<file path="src/adcq_pkg.sv">
package adcq_pkg;
  // ---------------------------------------------------------------
  // Register offsets (byte addresses)
  // ---------------------------------------------------------------
  localparam logic [7:0] CTRL_OFS = 8'h00;
  localparam logic [7:0] CFG_OFS = 8'h04;
  localparam logic [7:0] STAT_OFS = 8'h08;
  localparam logic [7:0] RESULT_OFS = 8'h0c;
  localparam logic [7:0] PWR_OFS = 8'h10;
  // ---------------------------------------------------------------
  // CTRL fields
  // ---------------------------------------------------------------
  localparam int MODULE_ON_BIT = 15;
  localparam int STOP_IN_IDLE_BIT = 13;
  localparam int TRIG_LSB = 5;
  localparam int AUTO_SAMPLE_BIT = 2;
  localparam int SAMPLE_BIT = 1;
  localparam int IRQ_FLAG_BIT = 0;
  localparam logic [2:0] TRIG_AUTO = 3'h7;
  // ---------------------------------------------------------------
  // CFG fields
  // ---------------------------------------------------------------
  localparam int DIV_LSB = 0;
  localparam int RC_SEL_BIT = 7;
  localparam int AUTO_SAMPLE_TIME_LSB = 8;
  localparam int SAMPLES_PER_INTERRUPT_LSB = 16;
  localparam int IRQ_EN_BIT = 20;
  // ---------------------------------------------------------------
  // Reset values and timing
  // ---------------------------------------------------------------
  localparam logic [31:0] CTRL_RST = 32'h0000_0000;
  localparam logic [31:0] CFG_RST = 32'h0000_0000;
  localparam int CONVERSION_IN_PROGRESS_TAD = 14;
  localparam real TAD_MIN_NS = 333.33;
  localparam real CLK_NS = 8.0;
  localparam int TAD_MIN_CYC = int'($ceil(TAD_MIN_NS / CLK_NS));
  localparam logic [1:0] RESP_OKAY = 2'b00;
  localparam logic [1:0] RESP_SLVERR = 2'b10;
  typedef enum logic [1:0] {ST_IDLE, ST_SAMPLE, ST_CONVERT} adcq_state_t;
endpackage : adcq_pkg

</file>
<file path="src/adcq_tad_gen.sv">
`timescale 1ns/100ps
module adcq_tad_gen (
  input wire logic aclk,
  input wire logic aresetn,
  input wire logic run,
  input wire logic rc_sel,
  input wire logic rc_tick,
  input wire logic [5:0] divider,
  output logic tad_tick
);
  import adcq_pkg::*;
  // Instruction clock is aclk/2, so a half cycle is one aclk: period = divider+1 aclk
  logic [6:0] cnt_q;
  logic [6:0] cnt_d;
  wire logic [6:0] limit = {1'b0, divider};
  wire logic sys_tick = (cnt_q >= limit);
  assign cnt_d = (!run || sys_tick) ? 7'h00 : cnt_q + 7'h01;
  always_ff @(posedge aclk) begin
    if (!aresetn) begin
      cnt_q <= 7'h00;
      tad_tick <= 1'b0;
    end else begin
      cnt_q <= cnt_d;
      tad_tick <= run && (rc_sel ? rc_tick : sys_tick);
    end
  end
endmodule : adcq_tad_gen

</file>
<file path="src/adcq_top.sv">
// Implementation choices: the AXI4-Lite interface to the registers and the placing of the registers.
`timescale 1ns/100ps
module adcq_top (
  input wire logic aclk,
  input wire logic aresetn,
  input wire logic [7:0] s_axi_awaddr,
  input wire logic s_axi_awvalid,
  output logic s_axi_awready,
  input wire logic [31:0] s_axi_wdata,
  input wire logic [3:0] s_axi_wstrb,
  input wire logic s_axi_wvalid,
  output logic s_axi_wready,
  output logic [1:0] s_axi_bresp,
  output logic s_axi_bvalid,
  input wire logic s_axi_bready,
  input wire logic [7:0] s_axi_araddr,
  input wire logic s_axi_arvalid,
  output logic s_axi_arready,
  output logic [31:0] s_axi_rdata,
  output logic [1:0] s_axi_rresp,
  output logic s_axi_rvalid,
  input wire logic s_axi_rready,
  input wire logic cpu_sleep,
  input wire logic cpu_idle,
  input wire logic rc_tick,
  input wire logic [11:0] sar_data,
  output logic sar_clk,
  output logic result_wr,
  output logic [11:0] result_buffer,
  output logic wake_req
);
  import adcq_pkg::*;

  // ---------------------------------------------------------------
  // Registers
  // ---------------------------------------------------------------
  logic [31:0] ctrl_q;
  logic [31:0] cfg_q;
  logic [11:0] res_q;
  adcq_state_t state_q;
  logic [4:0] cnt_q;
  logic [3:0] conversion_in_progress_cnt_q;
  logic powered_down_q;
  logic aw_q, w_q;
  logic [7:0] awaddr_q;
  logic [31:0] wdata_q;
  logic [3:0] wstrb_q;

  wire logic module_on = ctrl_q[MODULE_ON_BIT];
  wire logic stop_in_idle = ctrl_q[STOP_IN_IDLE_BIT];
  wire logic [2:0] conversion_in_progress_trigger_source = ctrl_q[TRIG_LSB +: 3];
  wire logic auto_sample_start = ctrl_q[AUTO_SAMPLE_BIT];
  wire logic sample_bit = ctrl_q[SAMPLE_BIT];
  wire logic converter_irq_flag = ctrl_q[IRQ_FLAG_BIT];
  wire logic [5:0] conversion_in_progress_clock_divider = cfg_q[DIV_LSB +: 6];
  wire logic rc_clock_select = cfg_q[RC_SEL_BIT];
  wire logic [4:0] auto_sample_time = cfg_q[AUTO_SAMPLE_TIME_LSB +: 5];
  wire logic [3:0] samples_per_interrupt = cfg_q[SAMPLES_PER_INTERRUPT_LSB +: 4];
  wire logic converter_irq_enable = cfg_q[IRQ_EN_BIT];

  // ---------------------------------------------------------------
  // Power gating
  // ---------------------------------------------------------------
  // Sleep kills the system clock path; only the RC path survives it
  wire logic sleep_halt = cpu_sleep && !rc_clock_select;
  wire logic idle_halt = cpu_idle && stop_in_idle;
  wire logic run = module_on && !powered_down_q && !sleep_halt && !idle_halt;
  wire logic tad_tick;

  adcq_tad_gen u_tad (
    .aclk(aclk),
    .aresetn(aresetn),
    .run(run),
    .rc_sel(rc_clock_select),
    .rc_tick(rc_tick),
    .divider(conversion_in_progress_clock_divider),
    .tad_tick(tad_tick)
  );

  // ---------------------------------------------------------------
  // Sequencer
  // ---------------------------------------------------------------
  wire logic auto_conversion_in_progress = (conversion_in_progress_trigger_source == TRIG_AUTO);
  wire logic samp_done = auto_conversion_in_progress ? (tad_tick && cnt_q <= 5'h01) : !sample_bit;
  wire logic conversion_in_progress_done = (state_q == ST_CONVERT) && tad_tick && (cnt_q == 5'h01);
  wire logic irq_set = conversion_in_progress_done && (conversion_in_progress_cnt_q == samples_per_interrupt);
  wire logic start_samp = (state_q == ST_IDLE) && run && (auto_sample_start || sample_bit);
  wire logic in_sleep_done = conversion_in_progress_done && cpu_sleep;

  always_ff @(posedge aclk) begin
    if (!aresetn) begin
      state_q <= ST_IDLE;
      cnt_q <= 5'h00;
    end else if (!run) begin
      state_q <= ST_IDLE;
      cnt_q <= 5'h00;
    end else begin
      unique case (state_q)
        ST_IDLE: if (start_samp) begin
          state_q <= ST_SAMPLE;
          cnt_q <= auto_sample_time;
        end
        ST_SAMPLE: if (samp_done) begin
          state_q <= ST_CONVERT;
          cnt_q <= 5'(CONVERSION_IN_PROGRESS_TAD);
        end else if (tad_tick && cnt_q > 5'h01) begin
          cnt_q <= cnt_q - 5'h01;
        end
        ST_CONVERT: if (tad_tick) begin
          if (cnt_q == 5'h01) begin
            state_q <= auto_sample_start ? ST_SAMPLE : ST_IDLE;
            cnt_q <= auto_sample_time;
          end else begin
            cnt_q <= cnt_q - 5'h01;
          end
        end
      endcase
    end
  end

  always_ff @(posedge aclk) begin
    if (!aresetn) begin
      conversion_in_progress_cnt_q <= 4'h0;
      res_q <= 12'h000;
      powered_down_q <= 1'b0;
      sar_clk <= 1'b0;
      result_wr <= 1'b0;
      result_buffer <= 12'h000;
      wake_req <= 1'b0;
    end else begin
      // Switching the module off restarts the group, so a fresh run counts from its first conversion
      if (irq_set || !module_on) conversion_in_progress_cnt_q <= 4'h0;
      else if (conversion_in_progress_done) conversion_in_progress_cnt_q <= conversion_in_progress_cnt_q + 4'h1;
      if (conversion_in_progress_done) res_q <= sar_data;
      if (!module_on) powered_down_q <= 1'b0;
      else if (in_sleep_done && !converter_irq_enable) powered_down_q <= 1'b1;
      sar_clk <= run && (state_q == ST_CONVERT) && tad_tick;
      result_wr <= conversion_in_progress_done;
      if (conversion_in_progress_done) result_buffer <= sar_data;
      wake_req <= converter_irq_enable && (cpu_sleep || cpu_idle) && (irq_set || converter_irq_flag);
    end
  end

  // ---------------------------------------------------------------
  // AXI4-Lite slave
  // ---------------------------------------------------------------
  wire logic aw_take = s_axi_awvalid && s_axi_awready;
  wire logic w_take = s_axi_wvalid && s_axi_wready;
  wire logic wr_go = aw_q && w_q && !s_axi_bvalid;
  wire logic [31:0] wmask = {{8{wstrb_q[3]}}, {8{wstrb_q[2]}}, {8{wstrb_q[1]}}, {8{wstrb_q[0]}}};
  wire logic wr_ctrl = wr_go && (awaddr_q == CTRL_OFS);
  wire logic wr_cfg = wr_go && (awaddr_q == CFG_OFS);
  wire logic wr_ok = (awaddr_q == CTRL_OFS) || (awaddr_q == CFG_OFS);
  wire logic [31:0] ctrl_w = (ctrl_q & ~wmask) | (wdata_q & wmask);
  // Hardware set of the flag beats a software clear in the same cycle
  wire logic [31:0] ctrl_d = (wr_ctrl ? ctrl_w : ctrl_q) | {31'h0, irq_set};
  wire logic busy = (state_q == ST_CONVERT);
  wire logic [31:0] stat_w = {27'h0, powered_down_q, run, conversion_in_progress_cnt_q == 4'h0, busy, converter_irq_flag};
  wire logic rd_ok = (s_axi_araddr == CTRL_OFS) || (s_axi_araddr == CFG_OFS) || (s_axi_araddr == STAT_OFS)
                     || (s_axi_araddr == RESULT_OFS) || (s_axi_araddr == PWR_OFS);
  wire logic [31:0] rd_mux = (s_axi_araddr == CTRL_OFS) ? ctrl_q :
                             (s_axi_araddr == CFG_OFS) ? cfg_q :
                             (s_axi_araddr == STAT_OFS) ? stat_w :
                             (s_axi_araddr == RESULT_OFS) ? {20'h0, res_q} :
                             (s_axi_araddr == PWR_OFS) ? {30'h0, cpu_idle, cpu_sleep} : 32'h0;

  always_ff @(posedge aclk) begin
    if (!aresetn) begin
      ctrl_q <= CTRL_RST;
      cfg_q <= CFG_RST;
      aw_q <= 1'b0;
      w_q <= 1'b0;
      awaddr_q <= 8'h00;
      wdata_q <= 32'h0;
      wstrb_q <= 4'h0;
      s_axi_awready <= 1'b0;
      s_axi_wready <= 1'b0;
      s_axi_bvalid <= 1'b0;
      s_axi_bresp <= RESP_OKAY;
      s_axi_arready <= 1'b0;
      s_axi_rvalid <= 1'b0;
      s_axi_rdata <= 32'h0;
      s_axi_rresp <= RESP_OKAY;
    end else begin
      ctrl_q <= ctrl_d; // registers untouched by sleep
      if (wr_cfg) cfg_q <= (cfg_q & ~wmask) | (wdata_q & wmask);
      s_axi_awready <= !aw_q && !aw_take && !s_axi_awready;
      s_axi_wready <= !w_q && !w_take && !s_axi_wready;
      if (aw_take) begin
        aw_q <= 1'b1;
        awaddr_q <= s_axi_awaddr;
      end
      if (w_take) begin
        w_q <= 1'b1;
        wdata_q <= s_axi_wdata;
        wstrb_q <= s_axi_wstrb;
      end
      if (wr_go) begin
        aw_q <= 1'b0;
        w_q <= 1'b0;
        s_axi_bvalid <= 1'b1;
        s_axi_bresp <= wr_ok ? RESP_OKAY : RESP_SLVERR;
      end else if (s_axi_bready) begin
        s_axi_bvalid <= 1'b0;
      end
      s_axi_arready <= !s_axi_arready && !s_axi_rvalid && s_axi_arvalid;
      if (s_axi_arvalid && s_axi_arready) begin
        s_axi_rvalid <= 1'b1;
        s_axi_rdata <= rd_mux;
        s_axi_rresp <= rd_ok ? RESP_OKAY : RESP_SLVERR;
      end else if (s_axi_rready) begin
        s_axi_rvalid <= 1'b0;
      end
    end
  end

  // ---------------------------------------------------------------
  // Assertions: sequencing
  // ---------------------------------------------------------------
  irq_count_a: assert property (@(posedge aclk) disable iff (!aresetn)
    (conversion_in_progress_done && conversion_in_progress_cnt_q != samples_per_interrupt && !wr_ctrl) |=> converter_irq_flag == $past(converter_irq_flag))
    else $error("flag set early");
  flag_sticky_a: assert property (@(posedge aclk) disable iff (!aresetn)
    irq_set |=> converter_irq_flag)
    else $error("flag not set");
  flag_hold_a: assert property (@(posedge aclk) disable iff (!aresetn)
    (converter_irq_flag && !wr_ctrl) |=> converter_irq_flag)
    else $error("flag lost without a write");
  conversion_in_progress_len_a: assert property (@(posedge aclk) disable iff (!aresetn)
    (state_q == ST_SAMPLE && samp_done && run) |=> state_q == ST_CONVERT && cnt_q == 5'(CONVERSION_IN_PROGRESS_TAD))
    else $error("bad conversion_in_progress len");
  conversion_in_progress_step_a: assert property (@(posedge aclk) disable iff (!aresetn)
    (state_q == ST_CONVERT && tad_tick && cnt_q > 5'h01 && run) |=> state_q == ST_CONVERT && cnt_q == $past(cnt_q) - 5'h01)
    else $error("conversion count skipped");
  auto_sample_time_load_a: assert property (@(posedge aclk) disable iff (!aresetn)
    start_samp |=> cnt_q == $past(auto_sample_time))
    else $error("sample count not loaded");
  manual_hold_a: assert property (@(posedge aclk) disable iff (!aresetn)
    (state_q == ST_SAMPLE && !auto_conversion_in_progress && sample_bit && run) |=> state_q == ST_SAMPLE)
    else $error("sampling ended without trigger");
  auto_restart_a: assert property (@(posedge aclk) disable iff (!aresetn)
    (conversion_in_progress_done && run && auto_sample_start) |=> state_q == ST_SAMPLE)
    else $error("no auto restart");
  auto_start_a: assert property (@(posedge aclk) disable iff (!aresetn)
    (state_q == ST_IDLE && run && auto_sample_start) |=> state_q == ST_SAMPLE)
    else $error("no auto start");
  result_store_a: assert property (@(posedge aclk) disable iff (!aresetn)
    conversion_in_progress_done |=> result_wr && result_buffer == $past(sar_data))
    else $error("result not stored");
  busy_clear_a: assert property (@(posedge aclk) disable iff (!aresetn)
    (conversion_in_progress_done && !auto_sample_start) |=> state_q == ST_IDLE)
    else $error("busy after conversion");

  // ---------------------------------------------------------------
  // Assertions: power modes
  // ---------------------------------------------------------------
  sleep_abort_a: assert property (@(posedge aclk) disable iff (!aresetn)
    (cpu_sleep && !rc_clock_select) |=> state_q == ST_IDLE)
    else $error("sleep no abort");
  sleep_clk_low_a: assert property (@(posedge aclk) disable iff (!aresetn)
    (cpu_sleep && !rc_clock_select) |=> !sar_clk)
    else $error("clock runs in sleep");
  rc_sleep_run_a: assert property (@(posedge aclk) disable iff (!aresetn)
    (cpu_sleep && rc_clock_select && run && rc_tick) |=> tad_tick)
    else $error("rc clock stopped in sleep");
  idle_abort_a: assert property (@(posedge aclk) disable iff (!aresetn)
    (cpu_idle && stop_in_idle) |=> state_q == ST_IDLE && !sar_clk)
    else $error("idle no abort");
  idle_run_a: assert property (@(posedge aclk) disable iff (!aresetn)
    (cpu_idle && !stop_in_idle && !cpu_sleep && module_on && !powered_down_q) |-> run)
    else $error("idle stopped converter");
  off_keep_on_a: assert property (@(posedge aclk) disable iff (!aresetn)
    (in_sleep_done && !converter_irq_enable && run && !wr_ctrl) |=> powered_down_q && module_on)
    else $error("power down");
  pd_halt_a: assert property (@(posedge aclk) disable iff (!aresetn)
    powered_down_q |=> !sar_clk && state_q == ST_IDLE)
    else $error("powered down but running");
  sleep_wake_a: assert property (@(posedge aclk) disable iff (!aresetn)
    (irq_set && converter_irq_enable && cpu_sleep) |=> wake_req)
    else $error("no wake");
  idle_wake_a: assert property (@(posedge aclk) disable iff (!aresetn)
    (irq_set && converter_irq_enable && cpu_idle) |=> wake_req)
    else $error("no wake from idle");
  no_wake_a: assert property (@(posedge aclk) disable iff (!aresetn)
    !converter_irq_enable |=> !wake_req)
    else $error("wake while disabled");
  sleep_regs_a: assert property (@(posedge aclk) disable iff (!aresetn)
    ($changed(cpu_sleep) && !wr_cfg) |=> cfg_q == $past(cfg_q))
    else $error("config lost at sleep");
endmodule : adcq_top

</file>
<file path="config.mk">
export PLATFORM = sky130hd
export DESIGN_NAME = adcq_top
export DESIGN_NICKNAME = d
export VERILOG_FILES = /design/src/adcq_pkg.sv /design/src/adcq_tad_gen.sv /design/src/adcq_top.sv
export SDC_FILE = /design/constraint.sdc
export NUM_CORES = 1
export LEC_CHECK = 0
export ABC_CLOCK_PERIOD_IN_PS = 4900
export BUFFER_PORTS_ARGS = -buffer_cell sky130_fd_sc_hd__buf_2
export CAP_MARGIN = 20
export CORE_ASPECT_RATIO = 1.5
export CORE_MARGIN = 2
export CORE_UTILIZATION = 55
export DETAILED_ROUTE_END_ITERATION = 12
export PLACE_DENSITY_LB_ADDON = 0.2
export SLEW_MARGIN = 20
export SYNTH_ARGS = -nofsm -noshare
export SYNTH_HDL_FRONTEND = slang
export SYNTH_HIERARCHICAL = 1
export SYNTH_SLANG_ARGS = --single-unit
</file>
<file path="constraint.sdc">
create_clock -name aclk -period 4.9 [get_ports aclk]
set_input_delay 0.49 -clock aclk [delete_from_list [all_inputs] [get_ports aclk]]
set_output_delay 0.49 -clock aclk [all_outputs]
set_load 0.02 [all_outputs]
</file>
-- Word-level counts from Yosys, hierarchy flattened
Cells that the tools add are included.
W data, S select, Z words.
- register bits: 186
- bits in latches: 0
- memory bits (writable): 0
- bits in read-only memories: 0
- output and inout bits: 56
- word-level logic and storage cells: 152
- memories kept: 0
- $add $sub $neg: 3
- $mul: 0
- div/mod/pow operators: 0
- $lt $le $gt $ge: 3
- eq/ne operators: 15
- shifts and indexed selects: 0
- mux-type cells: 26
- bitwise operators: 8
- reductions and logical operators: 72
- operators by type and width (operator ; count):
    $and A32 B32 Y32 ; 3
    $mux W32 ; 3
    $or A32 B32 Y32 ; 2
    $logic_and A1 B1 Y1 ; 32
    $not A32 Y32 ; 1
    $or A32 B1 Y32 ; 1
    $mux W5 ; 5
    $mux W12 ; 2
    $logic_not A1 Y1 ; 17
    $eq A8 B3 Y1 const B ; 2
    $eq A8 B4 Y1 const B ; 2
    $logic_not A8 Y1 ; 2
    $pmux W5 S3 ; 1
    $mux W2 ; 7
    $logic_or A1 B1 Y1 ; 10
    $eq A8 B5 Y1 const B ; 1
    $add A7 B1 Y7 const B ; 1
    $ge A7 B6 Y1 ; 1
    $mux W1 ; 7
    $pmux W2 S3 ; 1
    $reduce_or A2 Y1 ; 3
    $eq A5 B1 Y1 const B ; 1
    $gt A5 B1 Y1 const B ; 1
    $le A5 B1 Y1 const B ; 1
    16 further kinds ; 20

-- Longest topological paths before layout
Gate-level depths: netlist (run 1).
- depth in word-level cells: 9
- mapped depth: 8
- mapped depth without buffers: 7

-- Hierarchy
Netlist (run 1), hierarchy kept.
- modules (own cells, without submodules) (module ; instances ; cells each ; area an instance (um^2) ; sequential area each (um^2)):
    adcq_top ; 1 ; 835 ; 7453.4 ; 3523.4
    adcq_tad_gen ; 1 ; 49 ; 484.2 ; 160.2

-- Worst setup path before layout (run 1)
Ideal clock, no wire load.
- path type: input-to-reg
- start point: input s_axi_araddr[1]
- end point: register s_axi_rdata[0]
- library setup time: 0.117 ns
- data arrival time: 1.751 ns
- setup slack: 3.032 ns
- stages: 6
- buffers on the path: 1
- cell sequence: nor4_2 or3b_1 nor3_2 buf_4 a21oi_1 a32o_1
- word-level cells in the longest chain between the ends: 6
- ends and longest elaborated chain (element ; RTL line ; source):
    start, declared ; adcq_top.sv:16 ; input wire logic [7:0] s_axi_araddr,
    $eq A8 B5 Y1 ; adcq_top.sv:165 ; (s_axi_araddr == PWR_OFS) ? {30'h0, cpu_idle, cpu_sleep} : 32'h0;
    $mux W2 ; adcq_top.sv:165 ;
    $mux W12 ; adcq_top.sv:164 ; (s_axi_araddr == RESULT_OFS) ? {20'h0, res_q} :
    $mux W12 ; adcq_top.sv:163 ; (s_axi_araddr == STAT_OFS) ? stat_w :
    $mux W32 ; adcq_top.sv:162 ; (s_axi_araddr == CFG_OFS) ? cfg_q :
    $mux W32 * ; adcq_top.sv:161 ; wire logic [31:0] rd_mux = (s_axi_araddr == CTRL_OFS) ? ctrl_q :
    end signal, assigned ; adcq_top.sv:209 ; s_axi_rdata <= rd_mux;
    end, declared ; adcq_top.sv:19 ; output logic [31:0] s_axi_rdata,
Mark *: on every way between the ends. The rest lies on a longest branch, timed or not.
A chain may end at the register's enable or synchronous reset.

-- Final worst setup path (run 1)
- start point: register awaddr_q[0]
- end point: register ctrl_q[0]
- word-level cells in the longest chain between the ends: 4
- ends and longest elaborated chain (element ; RTL line ; source):
    start, declared ; adcq_top.sv:45 ; logic [7:0] awaddr_q;
    start signal, assigned ; adcq_top.sv:191 ; awaddr_q <= s_axi_awaddr;
    $logic_not A8 Y1 ; adcq_top.sv:151 ; wire logic wr_ctrl = wr_go && (awaddr_q == CTRL_OFS);
    $logic_and A1 B1 Y1 ; adcq_top.sv:151 ;
    $mux W32 ; adcq_top.sv:156 ; wire logic [31:0] ctrl_d = (wr_ctrl ? ctrl_w : ctrl_q) | {31'h0, irq_set};
    $or A32 B1 Y32 ; adcq_top.sv:156 ;
    end signal, assigned ; adcq_top.sv:185 ; ctrl_q <= ctrl_d;
    end, declared ; adcq_top.sv:37 ; logic [31:0] ctrl_q;
No other way between the ends.

==> summary.txt, run 1 <==
Status
  • Status: finished, final reports clean

CTS
  • Number of gates resized after CTS: 0
  • # hold bufs at CTS: 0
  • TritonCTS clock tree: done
  • TritonCTS Buffers: 17
  • Clock latency on the worst-skew pair: 0.42 ns
  • Clock Sinks: 184
  • Post-CTS setup buffer count: 0
  • Htree depth: 4
  • CTS root buf: clkbuf_16
  • Clock transition at path regs: 0.07 ns
  • Clock buffer depth: 2

Placed design
  • Placed Cells: 1154
  • Hpwl dp: 13700 um
  • PortBufs: 127
  • GP Congestion: 0.862
  • Placed instance area: 8600 sq um

Global route
  • GR Layer Usage met1: 0.294
  • Met3 Usage GRT: 0.0388
  • GRT overflow: 0
  • Largest net degree at the start of global routing: 94
  • First-pass GRT wire length: 31400 um
  • Number of global-route vias before repair: 6364
  • Total Routing Usage GR: 0.263
  • Most crowded layer after global routing: met2
  • Met2 usage: 0.470
  • Initial antenna violation count: 0

Layout
  • N_diodes: 0
  • Net count, final: 1069
  • Final Non-Filler Cells: 1185
  • Finished Core Util: 0.655
  • Layout cells sized above 1: 0.187
  • Design Area, Final: 9200 sq um
  • Synth-to-Final Area Change: 16.0%

Drt
  • Post-route DRC: 0
  • Via count: 6641
  • ANT nets after route: 0
  • Detailed Route WL: 20100 um
  • Number of DRC markers in iteration 0: 340
  • Wire length per cell: 17.0 um
  • Via density: 5.60
  • TritonRoute pass-1 iters: 5

Worst setup path
  • Cells on worst reg2reg path: 6
  • Critical path capture point type: register
  • Worst path max stage delay: 0.73 ns
  • CP Cell Sequence: or3_1 > nor4_4 > buf_4 > nand2_2 > mux2i_1 > a21boi_1
  • Reg-to-reg endpoint: ctrl_q[0]
  • Worst Path Required: 5.20 ns
  • Reg2reg start: awaddr_q[0]
  • Arrival @ worst endpoint: 2.78 ns
  • Worst setup SP type: register
  • R2R Setup Slk: 2.42 ns
  • Crit path max-delay family: simple AND/OR/NAND/NOR gates
  • Worst path bufs/invs: 1
  • Critical path class: register to register
  • Crit-path max FO: 23
  • Slowest CP cell: nor4_4

Logic synthesis
  • Post-Syn Area: 7940 sq um
  • Seq/Total Area, Yosys: 0.464
  • Post-synthesis async set-or-reset flop share: 0
  • Post-Syn Area per Cell: 8.98 sq um
  • Synth Flop Type: dfxtp_1
  • Synth Instances: 884
  • Yosys warning count: 6
  • Synthesized flop and latch total: 184
  • Cell variety after synth: 70
  • EDFF count, synth: 0

Floorplanning
  • Core footprint: 14100 sq um
  • Chip height: 151 um
  • # rows: 53
  • Starting density of the core: 0.565
  • DIE AREA: 15400 sq um
  • Chip width: 102 um
  • # IOs: 130

STA
  • Max-slew violations: 0
  • Slew Limit Headroom: 0.356
  • Fmax: 403 MHz
  • Hold violation total from the final report: 0
  • Slew @ Worst Pin: 0.960 ns
  • Final Skew: 0.00829 ns
  • Tcrit/Tclk final: 0.507
  • WHS: 0.311 ns
  • Setup TNS: 0 ns
  • Final setup vio count: 0
  • RSZ-0062 raised after global routing: no
  • Final min period: 2.48 ns

Flow run
  • Max-Cap Viols: 0

Min path
  • Worst Hold Endpoint: s_axi_arready
  • Hold Path Origin: s_axi_arvalid
  • Class of the worst hold path: input port to register
  • Worst hold stages: 3

Pwr
  • Maximum vdd drop: 0.201 mV
  • Leak: 3.73 nW
  • Power Density: 342 nW/um^2
==> synth_stat cells (11+ instances only) <==
library cell  instances  share of area
xor2_1               11          0.012
o21ai_0              36          0.023
a21oi_1              21          0.013
nand2_1             160          0.076
ha_1                 14          0.022
mux2i_1              37          0.047
a21boi_0             79          0.075
a221oi_1             21          0.023
a21boi_1             12          0.011
inv_1                22          0.010
nor2_1               46          0.022
nor2b_1              34          0.027
nand3_1              48          0.030
dfxtp_1             184           0.46
clkbuf_1             38          0.018
==> cell type report <==
type	count	area [sq um]
clock buffer	18	439
clock inverter	13	168
fill	1201	4850
inverter	22	82.6
multi-input combinational	621	3890
sequential	184	3680
tap	192	240
timing repair buffer	135	698
==> routing by layer <==
layer / part of all wire / routed length (um)
met1: 0.38 / 7680
met2: 0.52 / 10600
met3: 0.046 / 927
met4: 0.048 / 962
met5: 0 / 0
==> stage by stage <==
step                setup WS [ns]  total power, mW
finish                       2.42             3.15
global route                 2.26             3.24
CTS                          2.37             3.16
detailed placement           2.42             1.77
global placement             2.46             1.77
floorplan                    3.03             1.70
==> worst max path at each step <==
stage          slack [ns]            start             end  cells past startpoint
2_1_floorplan        3.03  s_axi_araddr[1]  s_axi_rdata[0]                      6
3_3_place_gp         2.46      awaddr_q[0]        register                      6
3_5_place_dp         2.42      awaddr_q[0]        register                      6
4_1_cts              2.37      awaddr_q[0]       ctrl_q[0]                      6
5_1_grt              2.26      awaddr_q[7]       ctrl_q[0]                      6
6_report             2.42      awaddr_q[0]       ctrl_q[0]                      6
==> power breakdown <==
part | internal (mW) | switching (mW)
clock network | 0.820 | 0.588
logic | 0.0734 | 0.105
registers | 1.53 | 0.0322
total | 2.42 | 0.725
==> tightest hold or removal path: cells and delay by family <==
family | cells | cell delay, ns
buffers and inverters | 1 | 0.11
AND/OR/NAND/NOR | 2 | 0.09
==> layout by cell type, fill, tap and decap left out, types with 3 or more instances in the layout <==
master	count
xnor2_1	4
nor3b_1	6
and2_1	4
inv_6	4
nand3_1	48
buf_4	9
a21boi_0	79
a21oi_1	21
o2bb2ai_1	3
nand3b_1	4
inv_1	22
nor2b_1	34
nor3_1	4
mux2i_1	37
nand2_1	160
a22oi_1	5
a31oi_1	6
o211ai_1	3
a22o_1	3
a21boi_1	12
o21ai_0	36
xor2_1	11
bufinv_16	3
ha_1	14
dfxtp_1	184
nand3_2	4
a211oi_1	4
nand2b_1	6
a21o_1	6
nor2_1	45
buf_2	126
clkbuf_16	17
a221oi_1	21
==> cells by family after synthesis <==
logic type	count (synthesis)	synth area share
AO/OA/AOI/OAI	219	0.200
XOR/XNOR	15	0.0166
adder cells (fa/ha/maj)	14	0.0221
buffers and inverters	80	0.0471
flip-flops	184	0.464
multiplexers	38	0.0495
other	1	0.000472
AND/OR/NAND/NOR	333	0.200
Power figures use the tool's default switching activity.
==> inputs of run 2 (changes only) <==
--- a/config.mk
+++ b/config.mk
@@ -5,7 +5,7 @@
 export SDC_FILE = /design/constraint.sdc
 export NUM_CORES = 1
 export LEC_CHECK = 0
-export ABC_CLOCK_PERIOD_IN_PS = 4900
+export ABC_CLOCK_PERIOD_IN_PS = 2300
 export BUFFER_PORTS_ARGS = -buffer_cell sky130_fd_sc_hd__buf_2
 export CAP_MARGIN = 20
 export CORE_ASPECT_RATIO = 1.5
==> constraint.sdc (replaced) <==
create_clock -name aclk -period 2.3 [get_ports aclk]
set_input_delay 0.23 -clock aclk [delete_from_list [all_inputs] [get_ports aclk]]
set_output_delay 0.23 -clock aclk [all_outputs]
set_load 0.02 [all_outputs]
==> summary.txt, run 2 (synthesis gave the netlist of run 1 again) <==
Pwr
  • Sw Share: 0.243
  • Power Density: 700 nW/um^2
  • Leak: 3.81 nW
  • Switching power: 1.58 mW
  • Logic pwr share: 0.063
  • Maximum vdd drop: 0.501 mV
  • Pwr Total: 6.53 mW
  • Internal power: 4.94 mW
  • Clk pwr share: 0.430
  • Sequential power share: 0.507

Worst setup path
  • Cells on worst reg2reg path: 7
  • Worst Path Required: 2.61 ns
  • Critical path class: register to register
  • Crit-path max FO: 10
  • Critical path capture point type: register
  • Arrival @ worst endpoint: 2.39 ns
  • Worst setup SP type: register

Placed design
  • GP Congestion: 0.976
  • PortBufs: 127
  • Hpwl dp: 14200 um

STA
  • Slew Limit Headroom: 0.544
  • RSZ-0062 raised after global routing: no
  • Final min period: 2.09 ns
  • Setup TNS: 0 ns
  • Fmax: 479 MHz
  • Final setup vio count: 0
  • Max-slew violations: 0
  • Tcrit/Tclk final: 0.907
  • Final Skew: 0.00903 ns
  • Slew @ Worst Pin: 0.682 ns
  • Hold violation total from the final report: 0

Min path
  • Worst hold stages: 3
  • Class of the worst hold path: input port to register

Layout
  • Fillers: 1220
  • N_diodes: 0
  • Most frequent cells in the layout: dfxtp_1, nand2_1, buf_2, a21boi_0, nand3_1
  • Synth-to-Final Area Change: 17.4%
  • Layout cells sized above 1: 0.198
  • Commonest non-fill, non-tap cell in the layout: dfxtp_1
  • Net count, final: 1082

Drt
  • Via density: 5.57
  • DR WL met3: 682 um
  • M1 wire length: 7810 um
  • Wire length per cell: 16.8 um
  • Via count: 6674
  • Post-route DRC: 0
  • Routed wl met2: 11000 um
  • Detailed Route WL: 20100 um
  • TritonRoute pass-1 iters: 5
  • Top Layer Used: met4
  • ANT nets after route: 0
  • Number of DRC markers in iteration 0: 361

Floorplanning
  • Core footprint: 14100 sq um
  • # IOs: 130
  • # rows: 53
  • Chip width: 102 um
  • DIE AREA: 15400 sq um
  • Starting density of the core: 0.565
  • Chip height: 151 um

Global route
  • Initial antenna violation count: 0
  • Total Routing Usage GR: 0.265
  • GRT overflow: 0
  • Number of global-route vias before repair: 6344
  • Largest net degree at the start of global routing: 93
  • First-pass GRT wire length: 31700 um

CTS
  • Clock buffer depth: 2
  • Number of gates resized after CTS: 0
  • Clock latency on the worst-skew pair: 0.42 ns
  • TritonCTS clock tree: done
  • TritonCTS Buffers: 17
  • Clock transition at path regs: 0.07 ns
  • CTS root buf: clkbuf_16
  • # hold bufs at CTS: 0
  • Post-CTS setup buffer count: 0
  • Clock Sinks: 184
  • Htree depth: 4

Status
  • Status: finished, final reports clean

Flow run
  • Max-Cap Viols: 0
[run 2: per-stage QoR]
step / hold slack (ns) / instances / area, sq um / worst slack, ns / utilization
floorplan: 0.348 / 885 / 7940 / 0.472 / -
global placement: 0.442 / 1167 / 8760 / 0.301 / 0.623
detailed placement: 0.445 / 1167 / 8760 / 0.230 / 0.623
CTS: 0.0434 / 1198 / 9320 / 0.224 / 0.663
global route: 0.0431 / 1198 / 9320 / 0.0398 / 0.663
finish: 0.0504 / 1198 / 9320 / 0.214 / 0.663
[run 2: layer usage]
metal  vias up  track usage
li1       3289            -
met1      3173        0.294
met2       173        0.493
met3        39       0.0401
met4         0        0.111
met5         -            0
[run 2: worst max-delay path, cell delays in order (launching register included)]
cell and delay (ns):
dfxtp_1 0.34, inv_1 0.09, ha_1 0.15, or4b_1 0.66
o21ai_0 0.27, nand3b_1 0.16, a211oi_1 0.25, a211oi_1 0.07
[run 2: worst paths after layout]
check             slack [ns]     endpoint            start
setup / recovery        0.21   state_q[0]         cnt_q[1]
hold / removal          0.05  wdata_q[30]  s_axi_wdata[30]
setup reg to reg        0.21   state_q[0]         cnt_q[1]
hold reg to reg         0.46     register         register
[run 2: layout make-up]
type | instances | area (sq um) | area share
Multi-Input combinational cell | 621 | 3890 | 0.418
Sequential cell | 184 | 3680 | 0.395
Timing Repair Buffer | 148 | 858 | 0.0921
Clock buffer | 17 | 425 | 0.0456
Tap cell | 192 | 240 | 0.0258
Clock inverter | 14 | 138 | 0.0148
Inverter | 22 | 82.6 | 0.00886
[run 2: power groups by stage]
stage | Clock, mW | Combinational [mW] | Sequential (mW)
finish | 2.81 | 0.410 | 3.31
detailed placement | 0 | 0.413 | 3.38
floorplan | 0 | 0.218 | 3.40
CTS | 2.85 | 0.414 | 3.31
global route | 2.98 | 0.452 | 3.32
global placement | 0 | 0.408 | 3.38
